**src/dsc_pkg.sv**
```systemverilog
// Summary of operation
// RULE1 - Only commands with both target select bits zero are decoded, by the command code bits
// RULE2 - Soft power-up code 001001 powers up amplifiers and reference within 8 us
// RULE3 - Effective power-down is hardware power-down input OR software power-down state
// RULE4 - Soft reset code 001111 returns every register to default; datapath gets a default pulse
// RULE5 - Soft reset takes 135 us to complete
// RULE6 - Code 001100 writes control register when read flag is 0, reads when 1
// RULE7 - Control bit 11 picks power-down output: 1 high impedance (default), 0 load to ground
// RULE8 - Control bit 10 picks reference level 2.5 V or 1.25 V; default set by variant
// RULE9 - Control bit 9 enables amplifier boost; off by default
// RULE10 - Control bit 8 enables internal reference; external reference by default
// RULE11 - Control bit 7 enables monitor routing onto the last output pin; off by default
// RULE12 - Control bit 6 enables thermal protection; over-temperature then powers amplifiers down
// RULE13 - After thermal shutdown, soft power-up restores amplifiers only if over-temperature cleared
// RULE14 - Control bits 4 to 0 enable toggle mode per group; bit 5 ignored
// RULE15 - Toggle bit k covers channels 8k to 8k+7
// RULE16 - Code 001010 takes monitored channel from data bits 11 to 6; rest ignored
// RULE17 - Monitor address equal to a channel number routes that channel to the monitor pin
// RULE18 - Monitor address 63 puts the monitor pin in high impedance
// RULE19 - Host sets monitor enable before issuing any monitor select command
// RULE20 - Code 001000 powers down all channels, keeps registers, refuses register writes meanwhile
// RULE21 - Busy stays active for the whole soft reset or soft power-up sequence
// RULE22 - Control read returns the stored 12-bit value, bit 5 as last written
package dsc_pkg;
   // Command fields
   localparam logic [1:0] SEL_SFR = 2'h0;
   localparam logic [5:0] CMD_NOP = 6'h00;
   localparam logic [5:0] CMD_PWR_DOWN = 6'h08;
   localparam logic [5:0] CMD_PWR_UP = 6'h09;
   localparam logic [5:0] CMD_MON_SEL = 6'h0A;
   localparam logic [5:0] CMD_CTRL = 6'h0C;
   localparam logic [5:0] CMD_SOFT_RST = 6'h0F;
   // Control register layout
   localparam int CTRL_W = 12;
   localparam int PD_OUTPUT_STATE_BIT = 11;
   localparam int REF_LEVEL_BIT = 10;
   localparam int AMP_BOOST_BIT = 9;
   localparam int REF_SOURCE_BIT = 8;
   localparam int MONITOR_ENABLE_BIT = 7;
   localparam int THERMAL_PROTECT_BIT = 6;
   localparam int UNUSED_CFG_BIT = 5;
   localparam logic [11:0] CTRL_RESET = 12'h800;
   // Monitor field and channel layout
   localparam int MON_ADDR_HI = 11;
   localparam int MON_ADDR_LO = 6;
   localparam logic [5:0] MON_HIZ_ADDR = 6'h3F;
   localparam int NUM_CH = 40;
   localparam int GROUP_SIZE = 8;
   localparam int NUM_GROUPS = 5;
   // Timing
   localparam int CLK_PERIOD_NS = 25;
   localparam int PWRUP_TIME_NS = 8000;
   localparam int SRST_TIME_NS = 135000;
   localparam int PWRUP_CYCLES = PWRUP_TIME_NS / CLK_PERIOD_NS;
   localparam int SRST_CYCLES = (SRST_TIME_NS + CLK_PERIOD_NS - 1) / CLK_PERIOD_NS;
   localparam int CNT_W = 13;

   // One command word from the interface framing logic
   typedef struct packed {
      logic rd;
      logic [1:0] target_select;
      logic [5:0] command_code_bits;
      logic [11:0] data;
   } dsc_cmd_t;

   // Configuration and status driven to the analog side
   typedef struct packed {
      logic pd_active;
      logic pd_hiz;
      logic amp_on;
      logic ref_level_2v5;
      logic ref_internal;
      logic amp_boost;
      logic monitor_en;
      logic thermal_en;
      logic mon_route;
      logic mon_hiz;
      logic [5:0] mon_sel;
      logic [NUM_CH-1:0] toggle_en;
   } dsc_cfg_t;

   typedef enum logic [1:0] {ST_IDLE, ST_PWRUP, ST_SRST} dsc_state_t;
endpackage

```
**src/dsc_sync.sv**
```systemverilog
`timescale 1ns/1ps
`default_nettype none
module dsc_sync #(
   parameter int WIDTH = 1
) (
   // Clock and reset
   input wire logic clk_sys_in,
   input wire logic rst_n_in,
   // Asynchronous levels in, synchronised levels out
   input wire logic [WIDTH-1:0] async_in,
   output logic [WIDTH-1:0] sync_out
);
   logic [WIDTH-1:0] meta_q;
   logic [WIDTH-1:0] sync_q;

   // Two-stage synchroniser; first stage feeds only the second
   always_ff @(posedge clk_sys_in or negedge rst_n_in) begin
      if (!rst_n_in) begin
         meta_q <= '0;
         sync_q <= '0;
      end else begin
         meta_q <= async_in;
         sync_q <= meta_q;
      end
   end

   assign sync_out = sync_q;
endmodule
`default_nettype wire

```
**src/dsc_ctrl.sv**
```systemverilog
`timescale 1ns/1ps
`default_nettype none
module dsc_ctrl #(
   parameter int unsigned SRST_CYCLES_P = dsc_pkg::SRST_CYCLES,
   parameter logic REF_LEVEL_DEF_P = 1'b1
) (
   // Clock and reset
   input wire logic clk_sys_in,
   input wire logic rst_n_in,
   // Command port from interface framing
   input wire logic cmd_valid_in,
   input wire dsc_pkg::dsc_cmd_t cmd_in,
   // Hardware pins and sensors
   input wire logic hw_pd_in,
   input wire logic over_temp_in,
   // Read-back and status
   output logic busy_n_out,
   output logic rd_valid_out,
   output logic [11:0] rd_data_out,
   output logic regs_default_out,
   // Configuration to the analog side
   output dsc_pkg::dsc_cfg_t cfg_out
);
   import dsc_pkg::*;

   localparam logic [11:0] CTRL_RST = {CTRL_RESET[11], REF_LEVEL_DEF_P, CTRL_RESET[9:0]};
   localparam logic [CNT_W-1:0] PWRUP_LOAD = CNT_W'(PWRUP_CYCLES - 1);
   localparam logic [CNT_W-1:0] SRST_LOAD = CNT_W'(SRST_CYCLES_P - 1);

   dsc_state_t state_q, state_d;
   logic [CNT_W-1:0] cnt_q, cnt_d;
   logic [11:0] ctrl_q, ctrl_d;
   logic [5:0] mon_q, mon_d;
   logic sw_pd_q, sw_pd_d;
   logic therm_q, therm_d;
   logic busy_n_q, busy_n_d;
   logic rd_valid_q, rd_valid_d;
   logic [11:0] rd_data_q, rd_data_d;
   logic regs_def_q, regs_def_d;
   dsc_cfg_t cfg_q, cfg_d;
   logic [1:0] pins_s;
   logic hw_pd_s;
   logic ot_s;
   logic is_sfr, take, pd_eff;
   logic take_pd, take_pu, take_cw, take_cr, take_mon, take_srst;

   // Pin inputs cross into the clock domain
   dsc_sync #(
      .WIDTH(2)
   ) u_sync (
      .clk_sys_in(clk_sys_in),
      .rst_n_in(rst_n_in),
      .async_in({hw_pd_in, over_temp_in}),
      .sync_out(pins_s)
   );
   assign hw_pd_s = pins_s[1];
   assign ot_s = pins_s[0];

   // Command decode; busy refuses every command, power-down refuses writes
   always_comb begin
      is_sfr = cmd_valid_in && (cmd_in.target_select == SEL_SFR); // RULE1
      take = is_sfr && (state_q == ST_IDLE); // RULE21
      pd_eff = hw_pd_s | sw_pd_q; // RULE3
      take_pd = take && !cmd_in.rd && (cmd_in.command_code_bits == CMD_PWR_DOWN); // RULE20
      take_pu = take && !cmd_in.rd && (cmd_in.command_code_bits == CMD_PWR_UP); // RULE2
      take_cw = take && !cmd_in.rd && !pd_eff && (cmd_in.command_code_bits == CMD_CTRL); // RULE6 RULE20
      take_cr = take && cmd_in.rd && (cmd_in.command_code_bits == CMD_CTRL); // RULE6
      take_mon = take && !cmd_in.rd && !pd_eff && (cmd_in.command_code_bits == CMD_MON_SEL); // RULE16
      take_srst = take && !cmd_in.rd && !pd_eff && (cmd_in.command_code_bits == CMD_SOFT_RST);
   end

   // Next-state logic for sequencer, registers and outputs
   always_comb begin
      state_d = state_q;
      cnt_d = cnt_q;
      ctrl_d = ctrl_q;
      mon_d = mon_q;
      sw_pd_d = sw_pd_q;
      therm_d = therm_q;
      rd_valid_d = 1'b0;
      rd_data_d = rd_data_q;
      regs_def_d = 1'b0;
      case (state_q)
         ST_IDLE: begin
            if (take_pd) begin
               sw_pd_d = 1'b1; // RULE20
            end
            if (take_pu) begin
               state_d = ST_PWRUP; // RULE2
               cnt_d = PWRUP_LOAD;
            end
            if (take_cw) begin
               ctrl_d = cmd_in.data; // RULE6 RULE22
            end
            if (take_cr) begin
               rd_valid_d = 1'b1;
               rd_data_d = ctrl_q; // RULE22
            end
            if (take_mon) begin
               mon_d = cmd_in.data[MON_ADDR_HI:MON_ADDR_LO]; // RULE16
            end
            if (take_srst) begin
               state_d = ST_SRST; // RULE5
               cnt_d = SRST_LOAD;
               ctrl_d = CTRL_RST; // RULE4
               mon_d = MON_HIZ_ADDR;
               sw_pd_d = 1'b0;
               therm_d = 1'b0;
               regs_def_d = 1'b1;
            end
         end
         ST_PWRUP: begin
            if (cnt_q == '0) begin
               state_d = ST_IDLE; // RULE2
               sw_pd_d = 1'b0;
               if (!ot_s) begin
                  therm_d = 1'b0; // RULE13
               end
            end else begin
               cnt_d = cnt_q - 1'b1;
            end
         end
         ST_SRST: begin
            if (cnt_q == '0) begin
               state_d = ST_IDLE; // RULE5
            end else begin
               cnt_d = cnt_q - 1'b1;
            end
         end
         default: begin
            state_d = ST_IDLE;
         end
      endcase
      // Over-temperature set wins over any clear
      if (ctrl_q[THERMAL_PROTECT_BIT] && ot_s) begin
         therm_d = 1'b1; // RULE12
      end
      busy_n_d = (state_d == ST_IDLE); // RULE21
      cfg_d.pd_active = hw_pd_s | sw_pd_d | therm_d; // RULE3
      cfg_d.pd_hiz = cfg_d.pd_active && ctrl_d[PD_OUTPUT_STATE_BIT]; // RULE7
      cfg_d.amp_on = !cfg_d.pd_active; // RULE12
      cfg_d.ref_level_2v5 = ctrl_d[REF_LEVEL_BIT]; // RULE8
      cfg_d.ref_internal = ctrl_d[REF_SOURCE_BIT]; // RULE10
      cfg_d.amp_boost = ctrl_d[AMP_BOOST_BIT]; // RULE9
      cfg_d.monitor_en = ctrl_d[MONITOR_ENABLE_BIT]; // RULE11
      cfg_d.thermal_en = ctrl_d[THERMAL_PROTECT_BIT];
      cfg_d.mon_sel = mon_d;
      cfg_d.mon_route = ctrl_d[MONITOR_ENABLE_BIT] && (mon_d < NUM_CH); // RULE17
      cfg_d.mon_hiz = ctrl_d[MONITOR_ENABLE_BIT] && (mon_d == MON_HIZ_ADDR); // RULE18
      // Group bit k drives channels 8k to 8k+7; bit 5 drives nothing
      for (int i = 0; i < NUM_CH; i++) begin
         cfg_d.toggle_en[i] = ctrl_d[i / GROUP_SIZE]; // RULE14 RULE15
      end
   end

   // State and output registers
   always_ff @(posedge clk_sys_in or negedge rst_n_in) begin
      if (!rst_n_in) begin
         state_q <= ST_IDLE;
         cnt_q <= '0;
         ctrl_q <= CTRL_RST;
         mon_q <= MON_HIZ_ADDR;
         sw_pd_q <= 1'b0;
         therm_q <= 1'b0;
         busy_n_q <= 1'b1;
         rd_valid_q <= 1'b0;
         rd_data_q <= '0;
         regs_def_q <= 1'b0;
         cfg_q <= '0;
      end else begin
         state_q <= state_d;
         cnt_q <= cnt_d;
         ctrl_q <= ctrl_d;
         mon_q <= mon_d;
         sw_pd_q <= sw_pd_d;
         therm_q <= therm_d;
         busy_n_q <= busy_n_d;
         rd_valid_q <= rd_valid_d;
         rd_data_q <= rd_data_d;
         regs_def_q <= regs_def_d;
         cfg_q <= cfg_d;
      end
   end

   // Ports straight from flops
   assign busy_n_out = busy_n_q;
   assign rd_valid_out = rd_valid_q;
   assign rd_data_out = rd_data_q;
   assign regs_default_out = regs_def_q;
   assign cfg_out = cfg_q;

   // Helper: busy length after a soft reset
   logic [CNT_W-1:0] ast_len_q;
   logic ast_srst_q;
   always_ff @(posedge clk_sys_in or negedge rst_n_in) begin
      if (!rst_n_in) begin
         ast_len_q <= '0;
         ast_srst_q <= 1'b0;
      end else if (take_srst) begin
         ast_len_q <= '0;
         ast_srst_q <= 1'b1;
      end else if (!busy_n_q) begin
         ast_len_q <= ast_len_q + 1'b1;
      end else begin
         ast_srst_q <= 1'b0;
      end
   end

   // Checks
   AST_NON_SFR_IGNORED: assert property (@(posedge clk_sys_in) disable iff (!rst_n_in) // RULE1
      (cmd_valid_in && cmd_in.target_select != SEL_SFR) |=> $stable(ctrl_q) && $stable(mon_q))
      else $error("non-SFR command changed SFR state");
   AST_PWRUP_DONE: assert property (@(posedge clk_sys_in) disable iff (!rst_n_in) // RULE2
      take_pu |=> !busy_n_out ##[1:320] (busy_n_out && !sw_pd_q))
      else $error("soft power-up not finished within 8 us");
   AST_HW_PD_OR: assert property (@(posedge clk_sys_in) disable iff (!rst_n_in) // RULE3
      (hw_pd_s || sw_pd_d) |=> cfg_out.pd_active && !cfg_out.amp_on)
      else $error("power-down not the OR of hardware and software");
   AST_SRST_DEFAULTS: assert property (@(posedge clk_sys_in) disable iff (!rst_n_in) // RULE4
      take_srst |=> (ctrl_q == CTRL_RST) && regs_default_out && (mon_q == MON_HIZ_ADDR))
      else $error("soft reset did not restore defaults");
   AST_SRST_TIME: assert property (@(posedge clk_sys_in) disable iff (!rst_n_in) // RULE5
      ($rose(busy_n_out) && ast_srst_q) |-> (ast_len_q == CNT_W'(SRST_CYCLES_P)))
      else $error("soft reset busy length wrong");
   AST_CTRL_WRITE: assert property (@(posedge clk_sys_in) disable iff (!rst_n_in) // RULE6
      take_cw |=> (ctrl_q == $past(cmd_in.data)) ##1 (cfg_out.amp_boost == ctrl_q[AMP_BOOST_BIT]))
      else $error("control write not stored");
   AST_CTRL_READ: assert property (@(posedge clk_sys_in) disable iff (!rst_n_in) // RULE22
      take_cr |=> rd_valid_out && (rd_data_out == $past(ctrl_q))
      ##1 (rd_valid_out == $past(take_cr)))
      else $error("control read returned wrong value");
   AST_PD_STATE: assert property (@(posedge clk_sys_in) disable iff (!rst_n_in) // RULE7
      cfg_out.pd_active |-> (cfg_out.pd_hiz == ctrl_q[PD_OUTPUT_STATE_BIT]))
      else $error("power-down output state wrong");
   AST_THERMAL_TRIP: assert property (@(posedge clk_sys_in) disable iff (!rst_n_in) // RULE12
      (ctrl_q[THERMAL_PROTECT_BIT] && ot_s) |=> therm_q ##1 !cfg_out.amp_on)
      else $error("thermal trip did not power down amplifiers");
   AST_HOT_PWRUP: assert property (@(posedge clk_sys_in) disable iff (!rst_n_in) // RULE13
      (state_q == ST_PWRUP && cnt_q == '0 && therm_q && ot_s) |=> therm_q)
      else $error("power-up cleared thermal shutdown while hot");
   AST_TOGGLE_MAP: assert property (@(posedge clk_sys_in) disable iff (!rst_n_in) // RULE15
      ##1 (cfg_out.toggle_en[39:32] == {8{ctrl_q[4]}})
      && (cfg_out.toggle_en[7:0] == {8{ctrl_q[0]}}))
      else $error("toggle group mapping wrong");
   AST_MON_HIZ: assert property (@(posedge clk_sys_in) disable iff (!rst_n_in) // RULE18
      (ctrl_q[MONITOR_ENABLE_BIT] && mon_q == MON_HIZ_ADDR) |-> cfg_out.mon_hiz && !cfg_out.mon_route)
      else $error("monitor address 63 not high impedance");
   AST_PD_REFUSE: assert property (@(posedge clk_sys_in) disable iff (!rst_n_in) // RULE20
      (is_sfr && sw_pd_q && !cmd_in.rd && cmd_in.command_code_bits == CMD_CTRL) |=> $stable(ctrl_q))
      else $error("register written during power-down");
   AST_BUSY_HELD: assert property (@(posedge clk_sys_in) disable iff (!rst_n_in) // RULE21
      (state_q != ST_IDLE) |-> !busy_n_out)
      else $error("busy released during sequence");

   COV_SRST: cover property (@(posedge clk_sys_in) disable iff (!rst_n_in)
      take_srst ##1 !busy_n_out);
   COV_PWRUP: cover property (@(posedge clk_sys_in) disable iff (!rst_n_in)
      sw_pd_q ##1 take_pu);
   COV_MON_ROUTE: cover property (@(posedge clk_sys_in) disable iff (!rst_n_in)
      cfg_out.mon_route);
   COV_THERMAL: cover property (@(posedge clk_sys_in) disable iff (!rst_n_in)
      therm_q && !ot_s && take_pu);
endmodule
`default_nettype wire

```
**config.mk**
```make
export PLATFORM = sky130hd
export DESIGN_NAME = dsc_ctrl
export DESIGN_NICKNAME = d
export VERILOG_FILES = /design/src/dsc_pkg.sv /design/src/dsc_sync.sv /design/src/dsc_ctrl.sv
export SDC_FILE = /design/constraint.sdc
export NUM_CORES = 1
export LEC_CHECK = 0
export ABC_AREA = 1
export BUFFER_PORTS_ARGS = -buffer_cell sky130_fd_sc_hd__clkbuf_2
export CAP_MARGIN = 40
export CORE_ASPECT_RATIO = 0.5
export CORE_UTILIZATION = 52
export DETAILED_ROUTE_END_ITERATION = 16
export PLACE_DENSITY = 0.8
export SYNTH_ARGS = -nofsm -noshare
export SYNTH_HDL_FRONTEND = slang
export SYNTH_SLANG_ARGS = --single-unit
```
**constraint.sdc**
```tcl
create_clock -name clk_sys_in -period 2.4 [get_ports clk_sys_in]
set_clock_uncertainty 0.2 [all_clocks]
set_input_delay 0.36 -clock clk_sys_in [delete_from_list [all_inputs] [get_ports clk_sys_in]]
set_output_delay 0.36 -clock clk_sys_in [all_outputs]
set_load 0.01 [all_outputs]
```
==> metrics.txt <==
largest family of logic cells by synthesized area simple AND/OR/NAND/NOR gates; Min Hold Slack 0.0336 ns; H-tree Lvls 3; Post-Syn Area per Cell 8.64 sq um; fill count 530; crit path cell chain inv_1, ha_1, nand2_2, clkinv_2, nand3_4, nor2_4, nand2_4, nand3_1, nand2_2, inv_4, nand2_1, o21ai_2; Final nets 486; Syn Nets 423; WP buf/inv 3; ANT nets after route 0; routed vias 2620; # clock sinks 66; share of power burned in registers 45.8%; Synth Flop Type dfrtp_1; I/O pins 97; CTS resizes 0; Post-Route Setup TNS 0 ns; Initial Utilization 55.0%; switching power total 500 uW; largest net degree at the start of global routing 31; Reg-to-Reg Start state_q[1]; post-synthesis mux area share 0%; Hold WC Path Type input pin to flop; share of post-route cells with drive strength above 1 32.3%; DRT Pass-1 Iters 4; RSZ-0062 raised after global routing no; Clock Path Buffers 2; CP peak stage delay 0.41 ns; number of core rows 20; internal power 1940 uW; setup bufs post-CTS 0; run status completed; hold_sp cmd_in[1]; first-pass GRT wire length 10800 um; busiest grt layer met2; # hold bufs at CTS 3; combinational power share 2.9%; Final Instance Area 0.00396 sq mm; Post-Syn Area 0.00340 sq mm; CP delay by family, top simple AND/OR/NAND/NOR gates; GP Congestion 0.907; Congestion Overflow GR 0; Core ar. 0.00618 sq mm; met3 Use GR 6.65%; Die X 116 um; count of pins over their slew limit 0; Reg2Reg Capture Point cnt_q[6]; Worst-path clk slew 0.06 ns; Iteration-0 DRC Markers 149; initial antenna violation count 0; Compound-Gate Fraction of Synth Area 6.52%; hold endpoint cfg_out[15]; CTS Buf Count 9; post-synthesis adder-cell area fraction 1.47%; dpl cell area 0.00364 sq mm; utilization after layout 64.0%; f_max 479 MHz; Wirelength per Cell 11.9 um; synth warn 0; register area share after synthesis 49.0%; Worst setup EP type flop; most frequent cells in the layout clkbuf_2 (95), nand2_1 (89), dfrtp_1 (57); ys async rst share 100%; Pwr per Cell Area 618 mW/mm^2; Clock power frac 51.3%; Seq cells post-synth 66; Die H 59.2 um; most frequent CP cell nand2_2; actual slew at the worst max-slew pin 0.538 ns; CP Class flop to flop; Worst Hold Depth 3; clk root buf clkbuf_16; post-synth cell types 34; Post-Route WL 6560 um; number of global-route vias before repair 2360; met2 usage 36.3%; diode count 0; CTS tree done; synth-to-layout area growth 16.4%; post-DP HPWL 4850 um; # setup viols final 0; min Tclk post-route 2.09 ns; final worst slack 0.311 ns; final hold violations 0; Slew headroom 63.9%; I/O Buffers 96; maximum fanout along the worst path 16; Switching Share 20.5%; number of max-cap violations 0; LEAKAGE 0.00219 uW; WP data arrival 2.15 ns; worst vdd rail ir drop 0.000325 V; Period Utilization, post-route 87.0%; Post-Place Worst Slack 0.335 ns; DRC errors left 0; Via density 4.77; Overall Global Routing Usage 21.2%; r2r worst-path depth 12; slowest CP cell dfrtp_1; Worst-Skew Late Latency 0.33 ns; Die ar. 0.00688 sq mm; met1 Use GR 25.0%; Post-Synth XOR/XNOR Area 1.55%; most common cell after layout, fill and taps aside clkbuf_2; worst reg-to-reg setup slack 0.31 ns; crit path launch type flop; Critical Path RT 2.46 ns; Simple-Gate Fraction of Synth Area 23.8%; Post-synth EDFFs 0; Gate Count Post-Synth 393
stage by stage:
stage	std cells	total power [uW]
floorplan	393	1150
global placement	530	1210
detailed placement	530	1210
CTS	549	2470
global route	549	2530
finish	549	2440
power by group through the flow:
| stage | logic, uW | clock network, uW | registers [uW] |
|---|---|---|---|
| floorplan | 13.2 | 0 | 1140 |
| global placement | 67.9 | 0 | 1140 |
| detailed placement | 68.1 | 0 | 1140 |
| CTS | 72.2 | 1280 | 1120 |
| global route | 78.8 | 1340 | 1120 |
| finish | 70.0 | 1250 | 1120 |
synthesized netlist by cell type, types with 2 or more instances:
library cell / n / area [sq um]
nand2_1: 89 / 334
dfrtp_1: 57 / 1430
inv_1: 47 / 176
buf_4: 44 / 330
nand3_1: 32 / 160
nor2_1: 26 / 97.6
o21ai_0: 23 / 115
dfstp_2: 9 / 236
a21oi_1: 5 / 25.0
nand4_1: 5 / 31.3
o21ai_1: 5 / 25.0
o21ai_2: 5 / 43.8
buf_6: 4 / 45.0
ha_1: 4 / 50.1
xor2_1: 4 / 35.0
nand2_2: 3 / 18.8
nand2_4: 3 / 33.8
nor2_2: 3 / 18.8
nor2_4: 3 / 33.8
nor3_1: 3 / 15.0
buf_2: 2 / 10.0
clkbuf_1: 2 / 7.51
o22ai_1: 2 / 12.5
or2_2: 2 / 12.5
xnor2_1: 2 / 17.5
worst max path at each step:
stage | start | endpoint | cells past startpoint
floorplan | state_q[1] | cnt_q[12] | 13
global placement | state_q[1] | cfg_out[54] | 10
detailed placement | state_q[1] | cnt_q[8] | 12
finish | state_q[1] | cnt_q[6] | 12
CTS | state_q[1] | cnt_q[8] | 12
global route | cnt_q[0] | cnt_q[12] | 11
cell families (layout without fill, tap and decap cells):
| family | after synthesis | after routing |
|---|---|---|
| and+or+nand+nor | 173 | 173 |
| AOI/OAI and AO/OA | 40 | 40 |
| DFF | 66 | 66 |
| xor gates and xnor gates | 6 | 6 |
| adders and majority gates | 4 | 4 |
| buffers and inverters | 104 | 172 |
metal layers:
layer  wire [um]  up-vias  part of all wire, %
li1            -     1307                    -
met5           0        -                    0
met4          99        0                  1.5
met1        2870     1216                   44
met2        3200       85                   49
met3         398       12                  6.1
sequential cells by signal, indices dropped and copies added, names as in the netlist:
register	count
busy_n_out	1
cfg_out	16
cnt_q	13
ctrl_q	8
mon_q	6
rd_data_out	12
rd_valid_out	1
regs_default_out	1
state_q	2
sw_pd_q	1
therm_q	1
u_sync.meta_q	2
u_sync.sync_out	2
worst reg2reg max path: cells and delay by family, from the launching register on:
family | cells | cell delay [ns]
adders and majority gates | 1 | 0.18
buffers and inverters | 3 | 0.38
and+or+nand+nor | 7 | 0.81
AOI/OAI and AO/OA | 1 | 0.06
DFF | 1 | 0.41
final cells by class:
class,count,area (sq um),area share (%)
Sequential cell,66,1660,42.0
Multi-Input combinational cell,223,1130,28.6
Timing Repair Buffer,105,568,14.4
Clock buffer,11,233,5.88
Inverter,51,195,4.94
Tap cell,88,110,2.78
Clock inverter,5,55.1,1.39
No activity file was read; power rests on OpenSTA's default activity.
